`src/shared/adgcd_map.svh`:
```
// constants of the serial command decoder: pin slots, command bits, field positions, timing
`ifndef ADGCD_MAP_SVH
`define ADGCD_MAP_SVH

// slots in the synchronised pin vector
`define ADGCD_SYNC_W 7
`define ADGCD_SYNC_CS 0
`define ADGCD_SYNC_SCLK 1
`define ADGCD_SYNC_DIN 2
`define ADGCD_SYNC_GPIO_LO 3
`define ADGCD_SYNC_GPIO_HI 6
`define ADGCD_SYNC_IDLE 7'h01

// timing
`define ADGCD_CLK_NS 4
`define ADGCD_SLOW_NS 15

// command class bits, highest set bit wins
`define ADGCD_CMD_CONV 7
`define ADGCD_CMD_SETUP 6
`define ADGCD_CMD_AVG 5
`define ADGCD_CMD_DACSEL 4
`define ADGCD_CMD_RESET 3

// reset register bits
`define ADGCD_RST_FULL 2
`define ADGCD_RST_SLOW 1
`define ADGCD_RST_FBG 0

// setup byte fields
`define ADGCD_SETUP_W 6
`define ADGCD_SETUP_RESET 6'h28
`define ADGCD_SETUP_CLK_HI 5
`define ADGCD_SETUP_CLK_LO 4
`define ADGCD_SETUP_REF_HI 3
`define ADGCD_SETUP_REF_LO 2
`define ADGCD_SETUP_PAIR_WR 1
`define ADGCD_SETUP_PAIR_BI 0

// conversion byte scan field
`define ADGCD_CONV_SCAN_HI 2
`define ADGCD_CONV_SCAN_LO 1

// averaging byte and gpio command fields
`define ADGCD_AVG_FIELD_HI 4
`define ADGCD_GPIO_RSVD 2
`define ADGCD_GPIO_SEL_HI 1

// field codes
`define ADGCD_CLK_MODE_NOAVG 2'h3
`define ADGCD_CLK_MODE_WAKE 2'h1
`define ADGCD_SCAN_REPEAT 2'h2
`define ADGCD_GPIO_CFG 2'h3
`define ADGCD_GPIO_WR 2'h2
`define ADGCD_GPIO_RD 2'h1

// counts
`define ADGCD_BYTE_LAST 5'h07
`define ADGCD_WORD_LAST 5'h0f
`define ADGCD_AVG_MIN 6'h04
`define ADGCD_REPEAT_STEP 5'h04
`define ADGCD_NIB_HI 7
`define ADGCD_NIB_LO 4

`endif

```
`src/shared/adgcd_pkg.sv`:
```
// types of the serial command decoder
`include "adgcd_map.svh"
package adgcd_pkg;

    // serial sequencer states
    typedef enum logic [2:0] {
        ST_COMMAND, ST_PAIR_DATA, ST_GPIO_DATA, ST_GPIO_READ, ST_DAC_WORD
    } adgcd_state_e;

    // channel pair function
    typedef enum logic [1:0] {
        PAIR_UNI_SINGLE, PAIR_BI_DIFF, PAIR_UNI_DIFF
    } adgcd_pair_e;

    // two-stage synchroniser contents
    typedef struct packed {
        logic [`ADGCD_SYNC_W-1:0] first;
        logic [`ADGCD_SYNC_W-1:0] second;
    } adgcd_sync_t;

    // averaging register contents
    typedef struct packed {
        logic average_enable;
        logic [1:0] averageCount;
        logic [1:0] repeatCount;
    } adgcd_avg_t;

    // captured dac word
    typedef struct packed {
        logic [3:0] control;
        logic [9:0] data;
        logic [1:0] sub;
    } adgcd_dac_word_t;

    // configuration handed to the converter side
    typedef struct packed {
        logic [1:0] clockSelect;
        logic [1:0] referenceSelect;
        logic [1:0] scanMode;
        logic [5:0] conversionsPerResult;
        logic [4:0] resultsPerScan;
        logic averagingActive;
        logic [3:0] twosComplement;
        logic forceBandgapOn;
        logic skipWakeDelay;
        logic slowMode;
    } adgcd_adc_cfg_t;

    // gpio pin driver state
    typedef struct packed {
        logic [3:0] pinOut;
        logic [3:0] pinOeN;
    } adgcd_gpio_t;

    // whole decoder state
    typedef struct packed {
        adgcd_state_e st;
        logic [4:0] bitCnt;
        logic [15:0] shift;
        logic csPrev;
        logic sclkPrev;
        logic [`ADGCD_SETUP_W-1:0] setup;
        logic [3:0] unipolar;
        logic [3:0] bipolar;
        adgcd_avg_t avg;
        logic [1:0] scanMode;
        logic slow;
        logic fbg;
        logic [3:0] gpioCfg;
        logic [3:0] gpioWr;
        logic [3:0] gpioHold;
        logic holdValid;
        logic holdIsCfg;
        logic [7:0] readShift;
        logic dout;
        logic [3:0] doutDelay;
        logic doutPin;
        logic fifoClear;
        logic dacValid;
        adgcd_dac_word_t dacWord;
    } adgcd_core_t;

endpackage

```
`src/rtl/adgcd_decoder.sv`:
```
// serial command decoder for the converter, dac and gpio device
module adgcd_decoder
    import adgcd_pkg::*;
(
    // clock and reset
    input wire logic clock,
    input wire logic reset_n,
    // serial pins
    input wire logic chipSelectN,
    input wire logic serialClock,
    input wire logic dataIn,
    output logic dataOut,
    // gpio pins, enable low while driving
    input wire logic [3:0] gpioIn,
    output logic [3:0] gpioOut,
    output logic [3:0] gpioOeN,
    // converter side configuration
    output adgcd_pair_e [3:0] pairMode,
    output adgcd_adc_cfg_t adcConfig,
    output logic fifoClear,
    // dac side word
    output logic dacWordValid,
    output adgcd_dac_word_t dacWord
);

    // timing budget: chip select and serial clock pass two flops and an edge compare, so the
    // decoder reacts about three clocks after a pin moves; the link clock must
    // therefore stay well below a quarter of the system clock
    // the slow tap can only add whole clocks, so the hold time extension is
    // rounded up rather than down and is never shorter than asked for
    // the delay line below is four taps long, enough for the default figures
    // slow mode delay in cycles, rounded up
    localparam int SLOW_CYC = (`ADGCD_SLOW_NS + `ADGCD_CLK_NS - 1) / `ADGCD_CLK_NS;

    adgcd_core_t state_q; // registered state
    adgcd_core_t state_d; // next state
    logic [`ADGCD_SYNC_W-1:0] pinRaw; // raw pin vector
    logic [`ADGCD_SYNC_W-1:0] pinSync; // synchronised pin vector
    logic csN; // synchronised chip select
    logic sclk; // synchronised serial clock
    logic din; // synchronised data in
    logic [3:0] gpioSync; // synchronised gpio levels
    logic sclkRise; // rising serial clock inside a frame
    logic sclkFall; // falling serial clock inside a frame
    logic csFall; // frame start
    logic csRise; // frame end
    logic [7:0] byteIn; // byte completed by this rising edge
    logic [15:0] wordIn; // word completed by this falling edge
    logic byteDone; // eighth bit of a byte taken

    // gpio levels ride through the same synchroniser as the serial pins
    // gather pins for the synchroniser
    assign pinRaw[`ADGCD_SYNC_CS] = chipSelectN;
    assign pinRaw[`ADGCD_SYNC_SCLK] = serialClock;
    assign pinRaw[`ADGCD_SYNC_DIN] = dataIn;
    assign pinRaw[`ADGCD_SYNC_GPIO_HI:`ADGCD_SYNC_GPIO_LO] = gpioIn;

    // every pin passes two flops before use
    adgcd_pin_sync u_sync (
        .clock(clock),
        .reset_n(reset_n),
        .pinRaw(pinRaw),
        .pinSync(pinSync)
    );

    assign csN = pinSync[`ADGCD_SYNC_CS];
    assign sclk = pinSync[`ADGCD_SYNC_SCLK];
    assign din = pinSync[`ADGCD_SYNC_DIN];
    assign gpioSync = pinSync[`ADGCD_SYNC_GPIO_HI:`ADGCD_SYNC_GPIO_LO];

    // edge detection on the synchronised copies
    // serial clock edges count only while chip select is low, so a clock
    // that runs between frames shifts nothing
    assign csFall = state_q.csPrev & ~csN;
    assign csRise = ~state_q.csPrev & csN;
    assign sclkRise = ~csN & sclk & ~state_q.sclkPrev;
    assign sclkFall = ~csN & ~sclk & state_q.sclkPrev;
    assign byteIn = {state_q.shift[6:0], din};
    assign wordIn = {state_q.shift[14:0], din};
    assign byteDone = state_q.bitCnt == `ADGCD_BYTE_LAST;

    // one process holds the whole frame machine; chip select edges take
    // precedence over serial clock edges, so a frame that is cut short
    // always returns to the command state with its partial byte dropped
    // sequencer, registers and data out
    always_comb begin
        state_d = state_q;
        state_d.csPrev = csN;
        state_d.sclkPrev = sclk;
        state_d.fifoClear = 1'b0;
        state_d.dacValid = 1'b0;
        // data out delay line, tapped when slow
        state_d.doutDelay = {state_q.doutDelay[2:0], state_q.dout};
        state_d.doutPin = state_q.slow ? state_q.doutDelay[SLOW_CYC-1] : state_q.dout;

        if (csFall) begin
            // a new frame always opens with a command byte
            state_d.st = ST_COMMAND;
            state_d.bitCnt = 5'h00;
            state_d.dout = 1'b0;
        end else if (csRise) begin
            // held gpio data lands only now
            // a gpio byte cut short never set the hold flag, so nothing lands
            if (state_q.holdValid) begin
                if (state_q.holdIsCfg) begin
                    state_d.gpioCfg = state_q.gpioHold;
                end else begin
                    state_d.gpioWr = state_q.gpioHold;
                end
            end
            state_d.holdValid = 1'b0;
            // an unfinished dac word is dropped here
            state_d.st = ST_COMMAND;
            state_d.bitCnt = 5'h00;
            state_d.dout = 1'b0;
        end else if (sclkFall) begin
            unique case (state_q.st)
                ST_DAC_WORD: begin
                    // dac bits are taken on the falling edge
                    state_d.shift = wordIn;
                    state_d.bitCnt = state_q.bitCnt + 5'h01;
                    if (state_q.bitCnt == `ADGCD_WORD_LAST) begin
                        // control, data msb first, sub bits
                        state_d.dacWord = wordIn;
                        state_d.dacValid = 1'b1;
                        state_d.bitCnt = 5'h00;
                        state_d.st = ST_COMMAND;
                    end
                end
                ST_GPIO_READ: begin
                    // pin states move out msb first
                    state_d.dout = state_q.readShift[7];
                    state_d.readShift = {state_q.readShift[6:0], 1'b0};
                end
                default: begin
                    // command and write bytes answer with zero
                    state_d.dout = 1'b0;
                end
            endcase
        end else if (sclkRise && state_q.st != ST_DAC_WORD) begin
            state_d.shift = {state_q.shift[14:0], din};
            state_d.bitCnt = state_q.bitCnt + 5'h01;
            if (byteDone) begin
                state_d.bitCnt = 5'h00;
                state_d.st = ST_COMMAND;
                unique case (state_q.st)
                    ST_COMMAND: begin
                        if (byteIn[`ADGCD_CMD_CONV]) begin
                            // conversion byte: keep its scan mode
                            // its other fields belong to the converter side
                            state_d.scanMode = byteIn[`ADGCD_CONV_SCAN_HI:`ADGCD_CONV_SCAN_LO];
                        end else if (byteIn[`ADGCD_CMD_SETUP]) begin
                            state_d.setup = byteIn[`ADGCD_SETUP_W-1:0];
                            // only 10 and 11 are followed by a data byte
                            if (byteIn[`ADGCD_SETUP_PAIR_WR]) begin
                                state_d.st = ST_PAIR_DATA;
                            end else begin
                                state_d.st = ST_COMMAND;
                            end
                        end else if (byteIn[`ADGCD_CMD_AVG]) begin
                            // enable, average count, repeat count
                            state_d.avg = byteIn[`ADGCD_AVG_FIELD_HI:0];
                        end else if (byteIn[`ADGCD_CMD_DACSEL]) begin
                            // low nibble ignored, a word follows
                            state_d.st = ST_DAC_WORD;
                        end else if (byteIn[`ADGCD_CMD_RESET]) begin
                            // every reset register write empties the fifo
                            state_d.fifoClear = 1'b1;
                            if (byteIn[`ADGCD_RST_FULL]) begin
                                // defaults, but dac and gpio untouched
                                // slow output and forced bandgap drop back to off too
                                state_d.setup = `ADGCD_SETUP_RESET;
                                state_d.unipolar = 4'h0;
                                state_d.bipolar = 4'h0;
                                state_d.avg = '0;
                                state_d.scanMode = 2'h0;
                                state_d.slow = 1'b0;
                                state_d.fbg = 1'b0;
                            end else begin
                                state_d.slow = byteIn[`ADGCD_RST_SLOW];
                                state_d.fbg = byteIn[`ADGCD_RST_FBG];
                            end
                        end else if (byteIn[`ADGCD_GPIO_RSVD]) begin
                            // not a decoded gpio command, ignored
                            state_d.st = ST_COMMAND;
                        end else begin
                            unique case (byteIn[`ADGCD_GPIO_SEL_HI:0])
                                `ADGCD_GPIO_CFG: begin
                                    state_d.st = ST_GPIO_DATA;
                                    state_d.holdIsCfg = 1'b1;
                                end
                                `ADGCD_GPIO_WR: begin
                                    state_d.st = ST_GPIO_DATA;
                                    state_d.holdIsCfg = 1'b0;
                                end
                                `ADGCD_GPIO_RD: begin
                                    // four zeros, then C1 C0 A1 A0
                                    state_d.st = ST_GPIO_READ;
                                    state_d.readShift = {4'h0, gpioSync};
                                end
                                default: begin
                                    state_d.st = ST_COMMAND;
                                end
                            endcase
                        end
                    end
                    ST_PAIR_DATA: begin
                        // upper nibble holds the four pairs
                        if (state_q.setup[`ADGCD_SETUP_PAIR_BI]) begin
                            state_d.bipolar = byteIn[`ADGCD_NIB_HI:`ADGCD_NIB_LO];
                        end else begin
                            state_d.unipolar = byteIn[`ADGCD_NIB_HI:`ADGCD_NIB_LO];
                        end
                    end
                    ST_GPIO_DATA: begin
                        // holding stage, low nibble ignored
                        state_d.gpioHold = byteIn[`ADGCD_NIB_HI:`ADGCD_NIB_LO];
                        state_d.holdValid = 1'b1;
                    end
                    ST_GPIO_READ: begin
                        // eight read clocks over
                        state_d.st = ST_COMMAND;
                    end
                    ST_DAC_WORD: begin
                        // not reached on rising edges
                        state_d.st = ST_DAC_WORD;
                    end
                endcase
            end
        end
    end

    // the edge detectors start at the idle levels of their pins, chip select
    // high and serial clock low, so no false edge follows reset
    // power-up defaults
    always_ff @(posedge clock or negedge reset_n) begin
        if (!reset_n) begin
            state_q <= '{
                st: ST_COMMAND,
                bitCnt: 5'h00,
                shift: 16'h0000,
                csPrev: 1'b1,
                sclkPrev: 1'b0,
                setup: `ADGCD_SETUP_RESET,
                unipolar: 4'h0,
                bipolar: 4'h0,
                avg: 5'h00,
                scanMode: 2'h0,
                slow: 1'b0,
                fbg: 1'b0,
                gpioCfg: 4'h0,
                gpioWr: 4'hf,
                gpioHold: 4'h0,
                holdValid: 1'b0,
                holdIsCfg: 1'b0,
                readShift: 8'h00,
                dout: 1'b0,
                doutDelay: 4'h0,
                doutPin: 1'b0,
                fifoClear: 1'b0,
                dacValid: 1'b0,
                dacWord: 16'h0000
            };
        end else begin
            state_q <= state_d;
        end
    end

    // everything below is a plain decode of registered state, so the
    // converter side sees stable levels between register writes
    // channel pair function, one per pair
    for (genvar p = 0; p < 4; p++) begin : g_pair
        // register bit 7 is pair 0, bit 4 is pair 3
        assign pairMode[p] = state_q.unipolar[3-p] ? PAIR_UNI_DIFF :
                             state_q.bipolar[3-p] ? PAIR_BI_DIFF : PAIR_UNI_SINGLE;
        // bipolar pairs return two's complement
        assign adcConfig.twosComplement[p] = ~state_q.unipolar[3-p] & state_q.bipolar[3-p];
    end

    // setup fields
    assign adcConfig.clockSelect = state_q.setup[`ADGCD_SETUP_CLK_HI:`ADGCD_SETUP_CLK_LO];
    assign adcConfig.referenceSelect = state_q.setup[`ADGCD_SETUP_REF_HI:`ADGCD_SETUP_REF_LO];
    assign adcConfig.scanMode = state_q.scanMode;

    // averaging off in clock mode 11
    assign adcConfig.averagingActive = state_q.avg.average_enable &
        (adcConfig.clockSelect != `ADGCD_CLK_MODE_NOAVG);
    assign adcConfig.conversionsPerResult = adcConfig.averagingActive ?
        (`ADGCD_AVG_MIN << state_q.avg.averageCount) : 6'h01;

    // repeat count only in scan mode 10
    assign adcConfig.resultsPerScan = (state_q.scanMode == `ADGCD_SCAN_REPEAT) ?
        5'(`ADGCD_REPEAT_STEP * (state_q.avg.repeatCount + 5'h01)) : 5'h01;

    // bandgap forcing and slow output
    assign adcConfig.forceBandgapOn = state_q.fbg;
    assign adcConfig.skipWakeDelay = state_q.fbg &
        adcConfig.clockSelect[0] & (adcConfig.clockSelect[1] |
        (adcConfig.clockSelect == `ADGCD_CLK_MODE_WAKE));
    assign adcConfig.slowMode = state_q.slow;

    // the pin stage adds one register, so pins move one clock after the
    // configure or write register is committed
    // gpio pin drivers
    adgcd_gpio_port u_gpio (
        .clock(clock),
        .reset_n(reset_n),
        .configBits(state_q.gpioCfg),
        .writeBits(state_q.gpioWr),
        .gpioOut(gpioOut),
        .gpioOeN(gpioOeN)
    );

    // every output below comes straight from a flip-flop
    // registered outputs
    assign dataOut = state_q.doutPin;
    assign fifoClear = state_q.fifoClear;
    assign dacWordValid = state_q.dacValid;
    assign dacWord = state_q.dacWord;

endmodule // adgcd_decoder

```
`src/rtl/adgcd_pin_sync.sv`:
```
// two flip-flop synchroniser for every pin that enters from outside the clock
module adgcd_pin_sync
    import adgcd_pkg::*;
(
    // clock and reset
    input wire logic clock,
    input wire logic reset_n,
    // raw pins and their synchronised copies
    input wire logic [`ADGCD_SYNC_W-1:0] pinRaw,
    output logic [`ADGCD_SYNC_W-1:0] pinSync
);

    adgcd_sync_t state_q; // both stages
    adgcd_sync_t state_d; // next stages

    // first stage feeds only the second stage
    always_comb begin
        state_d = state_q;
        state_d.first = pinRaw;
        state_d.second = state_q.first;
    end

    // chip select idles high, everything else low
    always_ff @(posedge clock or negedge reset_n) begin
        if (!reset_n) begin
            state_q <= '{first: `ADGCD_SYNC_IDLE, second: `ADGCD_SYNC_IDLE};
        end else begin
            state_q <= state_d;
        end
    end

    assign pinSync = state_q.second;

endmodule // adgcd_pin_sync

```
`src/rtl/adgcd_gpio_port.sv`:
```
// gpio pin drivers: push-pull output, input, or open-drain pull low
module adgcd_gpio_port
    import adgcd_pkg::*;
(
    // clock and reset
    input wire logic clock,
    input wire logic reset_n,
    // register contents
    input wire logic [3:0] configBits,
    input wire logic [3:0] writeBits,
    // pin drive, enable low while driving
    output logic [3:0] gpioOut,
    output logic [3:0] gpioOeN
);

    adgcd_gpio_t state_q; // registered drive
    adgcd_gpio_t state_d; // next drive

    // per pin mode decode
    always_comb begin
        state_d = state_q;
        for (int i = 0; i < 4; i++) begin
            if (configBits[i]) begin
                // output follows the write bit
                state_d.pinOut[i] = writeBits[i];
                state_d.pinOeN[i] = 1'b0;
            end else if (writeBits[i]) begin
                // released, pin is an input
                state_d.pinOut[i] = 1'b0;
                state_d.pinOeN[i] = 1'b1;
            end else begin
                // open-drain pull low
                state_d.pinOut[i] = 1'b0;
                state_d.pinOeN[i] = 1'b0;
            end
        end
    end

    // all pins released at power-up
    always_ff @(posedge clock or negedge reset_n) begin
        if (!reset_n) begin
            state_q <= '{pinOut: 4'h0, pinOeN: 4'hf};
        end else begin
            state_q <= state_d;
        end
    end

    assign gpioOut = state_q.pinOut;
    assign gpioOeN = state_q.pinOeN;

endmodule // adgcd_gpio_port

```
`config.mk`:
```
export PLATFORM = sky130hd
export DESIGN_NAME = adgcd_decoder
export DESIGN_NICKNAME = d
export VERILOG_FILES = /design/src/shared/adgcd_pkg.sv /design/src/rtl/adgcd_decoder.sv /design/src/rtl/adgcd_pin_sync.sv /design/src/rtl/adgcd_gpio_port.sv
export VERILOG_INCLUDE_DIRS = /design/src /design/src/shared
export SDC_FILE = /design/constraint.sdc
export NUM_CORES = 1
export LEC_CHECK = 0
export BUFFER_PORTS_ARGS = -buffer_cell sky130_fd_sc_hd__buf_4
export CORE_ASPECT_RATIO = 0.8
export CORE_UTILIZATION = 46
export DETAILED_ROUTE_END_ITERATION = 8
export PLACE_DENSITY = 0.63
export SLEW_MARGIN = 10
export SYNTH_ARGS = -nofsm -noshare
export SYNTH_HDL_FRONTEND = slang
export SYNTH_SLANG_ARGS = --single-unit
```
`constraint.sdc`:
```
create_clock -name clock -period 3.4 [get_ports clock]
set_input_delay 0.51 -clock clock [delete_from_list [all_inputs] [get_ports clock]]
set_output_delay 0.51 -clock clock [all_outputs]
set_load 0.03 [all_outputs]
```
# == Word-level counts from Yosys, hierarchy flattened ==
# Index checks and enable logic that the tools add are counted.
# word_totals
n_memories,0
latchBits,0
elab_cells,240
input_bits,9
mem_bits_rw,0
romBits,0
ff_bits,116
# op_classes
n_mux,96
div,0
order_cmp,0
reduce_logical,32
shift,1
bitwise_logic,32
addsub,2
multipliers,0
eq_ne,45
# op_table
cell,count
2-to-1 mux 23 bit,11
2-to-1 mux 24 bit,3
2-to-1 mux 17 bit,4
2-to-1 mux 9 bit,7
2-to-1 mux 8 bit,7
AND reduction 13 bit,4
AND reduction 11 bit,4
2-to-1 mux 18 bit,2
2-to-1 mux 1 bit,32
!= test 10 bit (second input constant),3
!= test 9 bit (second input constant),3
!= test 2 x 1 -> 1 bit (second input constant),12
!= test 8 bit (second input constant),3
2-to-1 mux 21 bit,1
!= test 7 bit (second input constant),3
2-to-1 mux 10 bit,2
2-to-1 mux 2 bit,9
inverter 1 bit,18
nonzero test 2 bit,9
one-hot mux 8 bit (2 select lines),1
AND reduction 4 bit,4
2-to-1 mux 14 bit,1
bitwise AND 1 bit,13
2-to-1 mux 13 bit,1
other kinds (29),51

# == Longest topological paths before layout ==
# logic_depth
ltp_word,16
ltp_mapped,9
mapped_depth_nobuf,8

# == Cells and area by module ==
# A second synthesis with hierarchy kept.
# unflattened
hier_cells,412
hier_area_um2,4992.3
# by_module_without_submodules
module,area_per_inst_um2,n_inst,cells_each
adgcd_decoder,4384.2,1,382
adgcd_pin_sync,352.8,1,14
adgcd_gpio_port,255.2,1,16

# == Least setup slack after synthesis ==
# OpenSTA, ideal clock, no wires.
# synth_timing
kind,register to register
from,"register u_sync.state_q, in the netlist u_sync.pinSync[0]"
to,"register state_q, in the netlist adcConfig[0]"
path_buffers,2
setup_slack_ns,0.613
required_time_ns,3.275
path_stages_with_launch,9
arrival_time_ns,2.662
synth_period_minus_slack_ns,2.787
cell_sequence,dfstp_2 > clkbuf_1 > clkinv_1 > ha_1 > or2_2 > clkbuf_1 > a2111oi_0 > nor3_1 > mux2_2
# synth_between
elab_chain_len,6
elab_cells_between_ends,14
classes_between,2 x eq/ne; 10 x bitwise; 2 x reduce/logical
# synth_rtl
element,line_no,text
"start, declared",adgcd_pin_sync.sv:13,adgcd_sync_t state_q;
"start signal, assigned",adgcd_pin_sync.sv:26,"state_q <= '{first: `ADGCD_SYNC_IDLE, second: `ADGCD_SYNC_IDLE};"
"start signal, assigned",adgcd_pin_sync.sv:28,state_q <= state_d;
inverter 1 bit,"adgcd_decoder.sv:74, adgcd_decoder.sv:76, adgcd_decoder.sv:77",
bitwise AND 1 bit (2 in a row),adgcd_decoder.sv:76,assign sclkRise = ~csN & sclk & ~state_q.sclkPrev;
logical AND 1 bit,adgcd_decoder.sv:140,end else if (sclkRise && state_q.st != ST_DAC_WORD) begin
!= test 10 bit (no line),n/a,
AND reduction 11 bit (no line) (*),n/a,
"end signal, assigned",adgcd_decoder.sv:238,state_q <= '{
"end signal, assigned",adgcd_decoder.sv:265,state_q <= state_d;
"end, declared",adgcd_decoder.sv:35,adgcd_core_t state_q;
# Mark *: on every way between the ends. The rest lies on a longest branch, timed or not.
# A chain may end at the register's enable or synchronous reset.

# == Final worst setup path ==
# Same ends and word-level chain as after synthesis.

==> out/results.tsv <==
stage	metric	value	unit
routing	ANT nets after route	0	
cts	setup bufs post-CTS	0	
layout	Multi-input gate area	0.001896	mm2
sta	fin crit period	2.788	ns
placement	placed inst area	0.005598	mm2
global_routing	first-pass GRT wire length	16970	um
die	Initial Utilization	0.4759	
sta	TNS Setup	0	ns
die	die width	120.9	um
yosys	#FFs+latches synth	115	
sta	Slew Limit Fails	0	
layout	most common cell after layout, fill and taps aside	dfrtp_1	
sta	fin worst setup slack	0.6117	ns
yosys	Post-synth ARST share	1.000	
cts	CTS tree	done	
critical_path	Critical Path Source Type	flip-flop	
cts	Root Buffer	clkbuf_16	
yosys	Synth Area in Adders	0.01443	
sta	Clock Skews	0.009500	ns
sta	RSZ-0062 raised after global routing	false	
hold_path	HP Class	in -> async	
power	leakage	3.053	nW
global_routing	GR Util All Layers	0.1910	
sta	fmax	358.6	MHz
cts	Sink Count	115	
routing	# DRC	0	
critical_path	CP arrival	3.08	ns
yosys	Synth Area in Simple Gates	0.1407	
die	die height	97.12	um
sta	Worst Max-Slew Pin Slew	0.7002	ns
power	VDD IR-drop max	354.6	uV
yosys	Mapped Area	0.005202	mm2
yosys	xor and xnor area share after synthesis	0	
global_routing	total gr overflow	0	
routing	via/cell ratio	5.274	
flow_run	Max-cap violations	0	
critical_path	WP data required	3.69	ns
sta	final period utilization	0.8201	
sta	endpoints failing setup	0	
layout	Reg area	0.002894	mm2
routing	wire length per cell	16.02	um
routing	Initial DRC Count	187	
cts	Worst-Skew Late Latency	0.41	ns
routing	Total Wirelength	10060	um
yosys	cell count after synthesis	431	
yosys	Yosys cell types	63	
cts	Resized Gates After CTS	0	
critical_path	CP max stage delay	0.64	ns
critical_path	cell family with most CP delay	flip-flops	
cts	clk slew on worst S/H paths	0.05	ns
power	PwrDens	611.5	mW/mm2
yosys	Synth Area in Compound Gates	0.08225	
sta	Hold Violations, Final	0	
cts	Max Buffers Root-to-Sink	2	
die	num rows	34	
layout	fin nets	486	
yosys	mux cell area share after synthesis	0.1255	
layout	Design Area, Final	0.006233	mm2
routing	first drt pass iteration count	4	
global_routing	initial antenna violation count	0	
layout	Antenna diodes	0	
critical_path	slowest CP cell	dfstp_2	
critical_path	worst path cell trace	clkinv_1 -> ha_1 -> or2_2 -> a2111oi_0 -> nor3_1 -> mux2_2	
critical_path	largest fanout on the critical path	12	
critical_path	Setup crit end kind	flip-flop	
cts	H-tree levels	4	
cts	TritonCTS Buffers	17	
yosys	dominant cell type by area after synthesis	dfrtp_1	
global_routing	largest net degree at the start of global routing	81	
global_routing	vias in the first global route	3248	
power	Pwr Total	3.812	mW
die	Die ar.	0.01174	mm2
placement	routability cong.	0.8244	
placement	Port Buf Inserts	66	
placement	HPWL after detailed placement	6888	um
sta	Worst slew margin	0.5211	
yosys	Post-synth EDFFs	0	
routing	via count	3312	
yosys	Synth Area per Inst	12.07	um2
yosys	Seq/Total Area, Yosys	0.5563	
critical_path	Buf+Inv Stages, Crit Path	1	
cts	# hold bufs at CTS	0	
layout	commonest cells after routing, fill and taps aside	102 x dfrtp_1, 71 x buf_4, 50 x mux2_2	
placement	Post-Place Setup Slack	0.6547	ns
layout	# fillers	914	
yosys	main flop type after synthesis	dfrtp_1	
yosys	largest family of logic cells by synthesized area	simple AND/OR/NAND/NOR gates	
status	status	finished clean	
layout	share of post-route cells with drive strength above 1	0.3595	
die	Ports	69	
critical_path	Crit Path Category	reg -> reg	
yosys	synth top area cells	dfrtp_1 49%, mux2_2 11%, dfstp_2 6.6%	
die	core area	0.01093	mm2
layout	area grow syn2layout	19.82	%
yosys	Synth top area share	0.4906	
yosys	Synth Warn #	0	
## metal layers
layer  vias to the layer above  track usage  routed length (um)  part of all wire
met4                         0      0.07977                  95            0.0094
met5                         -            0                   0                 0
met2                        86       0.2708                4609              0.46
met3                         8      0.05340                 503             0.050
li1                       1575            -                   -                 -
met1                      1643       0.2742                4850              0.48
## worst reg2reg max path, delay by kind of cell, from the launching register on
family | cells | cell delay (ns)
flip-flops | 1 | 0.64
buffers and inverters | 1 | 0.24
AND/OR/NAND/NOR | 2 | 0.54
multiplexers | 1 | 0.31
adder cells (fa/ha/maj) | 1 | 0.31
AO/OA/AOI/OAI | 1 | 0.63
## flip-flops by register name, summed over array words and instances, names as in the netlist
name,count
u_sync.state_d,7
state_d,4
state_q,55
u_gpio.gpioOut,4
u_sync.pinSync,7
u_gpio.gpioOeN,4
byteIn,7
dataOut,1
dacWordValid,1
adcConfig,8
fifoClear,1
dacWord,16
## cell type report
cell class                 instances  area share
sequential                       115      0.4643
multi-input combinational        245      0.3041
timing repair buffer              72     0.08872
clock buffer                      22     0.07286
clock inverter                    10     0.02910
tap                              144     0.02890
inverter                          20     0.01204
## synth_stat cells (2+ instances only)
| cell type | count |
|---|---|
| dfrtp_1 | 102 |
| mux2_2 | 50 |
| buf_4 | 34 |
| nand2_1 | 29 |
| inv_1 | 19 |
| o21ai_0 | 14 |
| dfstp_2 | 13 |
| nor2_1 | 13 |
| nor2b_1 | 13 |
| clkbuf_1 | 12 |
| a22o_1 | 11 |
| nor3_1 | 10 |
| mux2i_1 | 9 |
| nand3_1 | 8 |
| nand4_1 | 8 |
| and3_1 | 7 |
| a21oi_1 | 6 |
| ha_1 | 6 |
| and2_1 | 5 |
| nand3b_1 | 4 |
| a32o_1 | 3 |
| nor3b_1 | 3 |
| a2111oi_0 | 2 |
| a2bb2oi_1 | 2 |
| buf_2 | 2 |
| buf_6 | 2 |
| nand2b_1 | 2 |
| nor4_1 | 2 |
| nor4bb_1 | 2 |
| o211ai_1 | 2 |
| o2bb2ai_1 | 2 |
| o31ai_1 | 2 |
| or3b_2 | 2 |
## power by group
part           internal, mW  total [mW]  leakage (nW)  switching (mW)
Clock                  1.31        1.91         0.308           0.594
Combinational         0.145       0.343          1.22           0.197
Sequential             1.42        1.56          1.52           0.139
## cell families (layout without fill, tap and decap cells)
| kind of cell | count (synthesis) | after routing |
|---|---|---|
| buffers and inverters | 72 | 124 |
| other | 1 | 2 |
| muxes | 59 | 59 |
| AOI/OAI and AO/OA | 54 | 54 |
| DFF | 115 | 115 |
| adders and majority gates | 6 | 6 |
| and+or+nand+nor | 124 | 124 |
## through the flow
step | instances | hold WS, ns | util
final | 628 | 0.04406 | 0.5702
after global routing | 628 | 0.07691 | 0.5702
after CTS | 628 | 0.04922 | 0.5702
after detailed placement | 596 | 0.3347 | 0.5120
after global placement | 596 | 0.3321 | 0.5120
after floorplan | 432 | 0.2144 | -
## path summary, 6_finish.rpt
| check | depth (start not counted) | from | end | slack (ns) |
|---|---|---|---|---|
| min | 1 | reset_n | adcConfig[19]$_DFFE_PN0P_ | 0.04 |
| min in group clock | 1 | gpioIn[3] | u_sync.state_d[6]$_DFF_PN0_ | 0.20 |
| max | 6 | u_sync.pinSync[0]$_DFF_PN1_ | adcConfig[0]$_DFFE_PN0P_ | 0.61 |
| max reg2reg | 6 | u_sync.pinSync[0]$_DFF_PN1_ | adcConfig[0]$_DFFE_PN0P_ | 0.61 |
| min reg2reg | 0 | u_sync.state_d[5]$_DFF_PN0_ | u_sync.pinSync[5]$_DFF_PN0_ | 0.34 |
| max in group asynchronous | 2 | reset_n | u_sync.pinSync[0]$_DFF_PN1_ | 2.54 |
No activity file was read; power rests on OpenSTA's default activity.
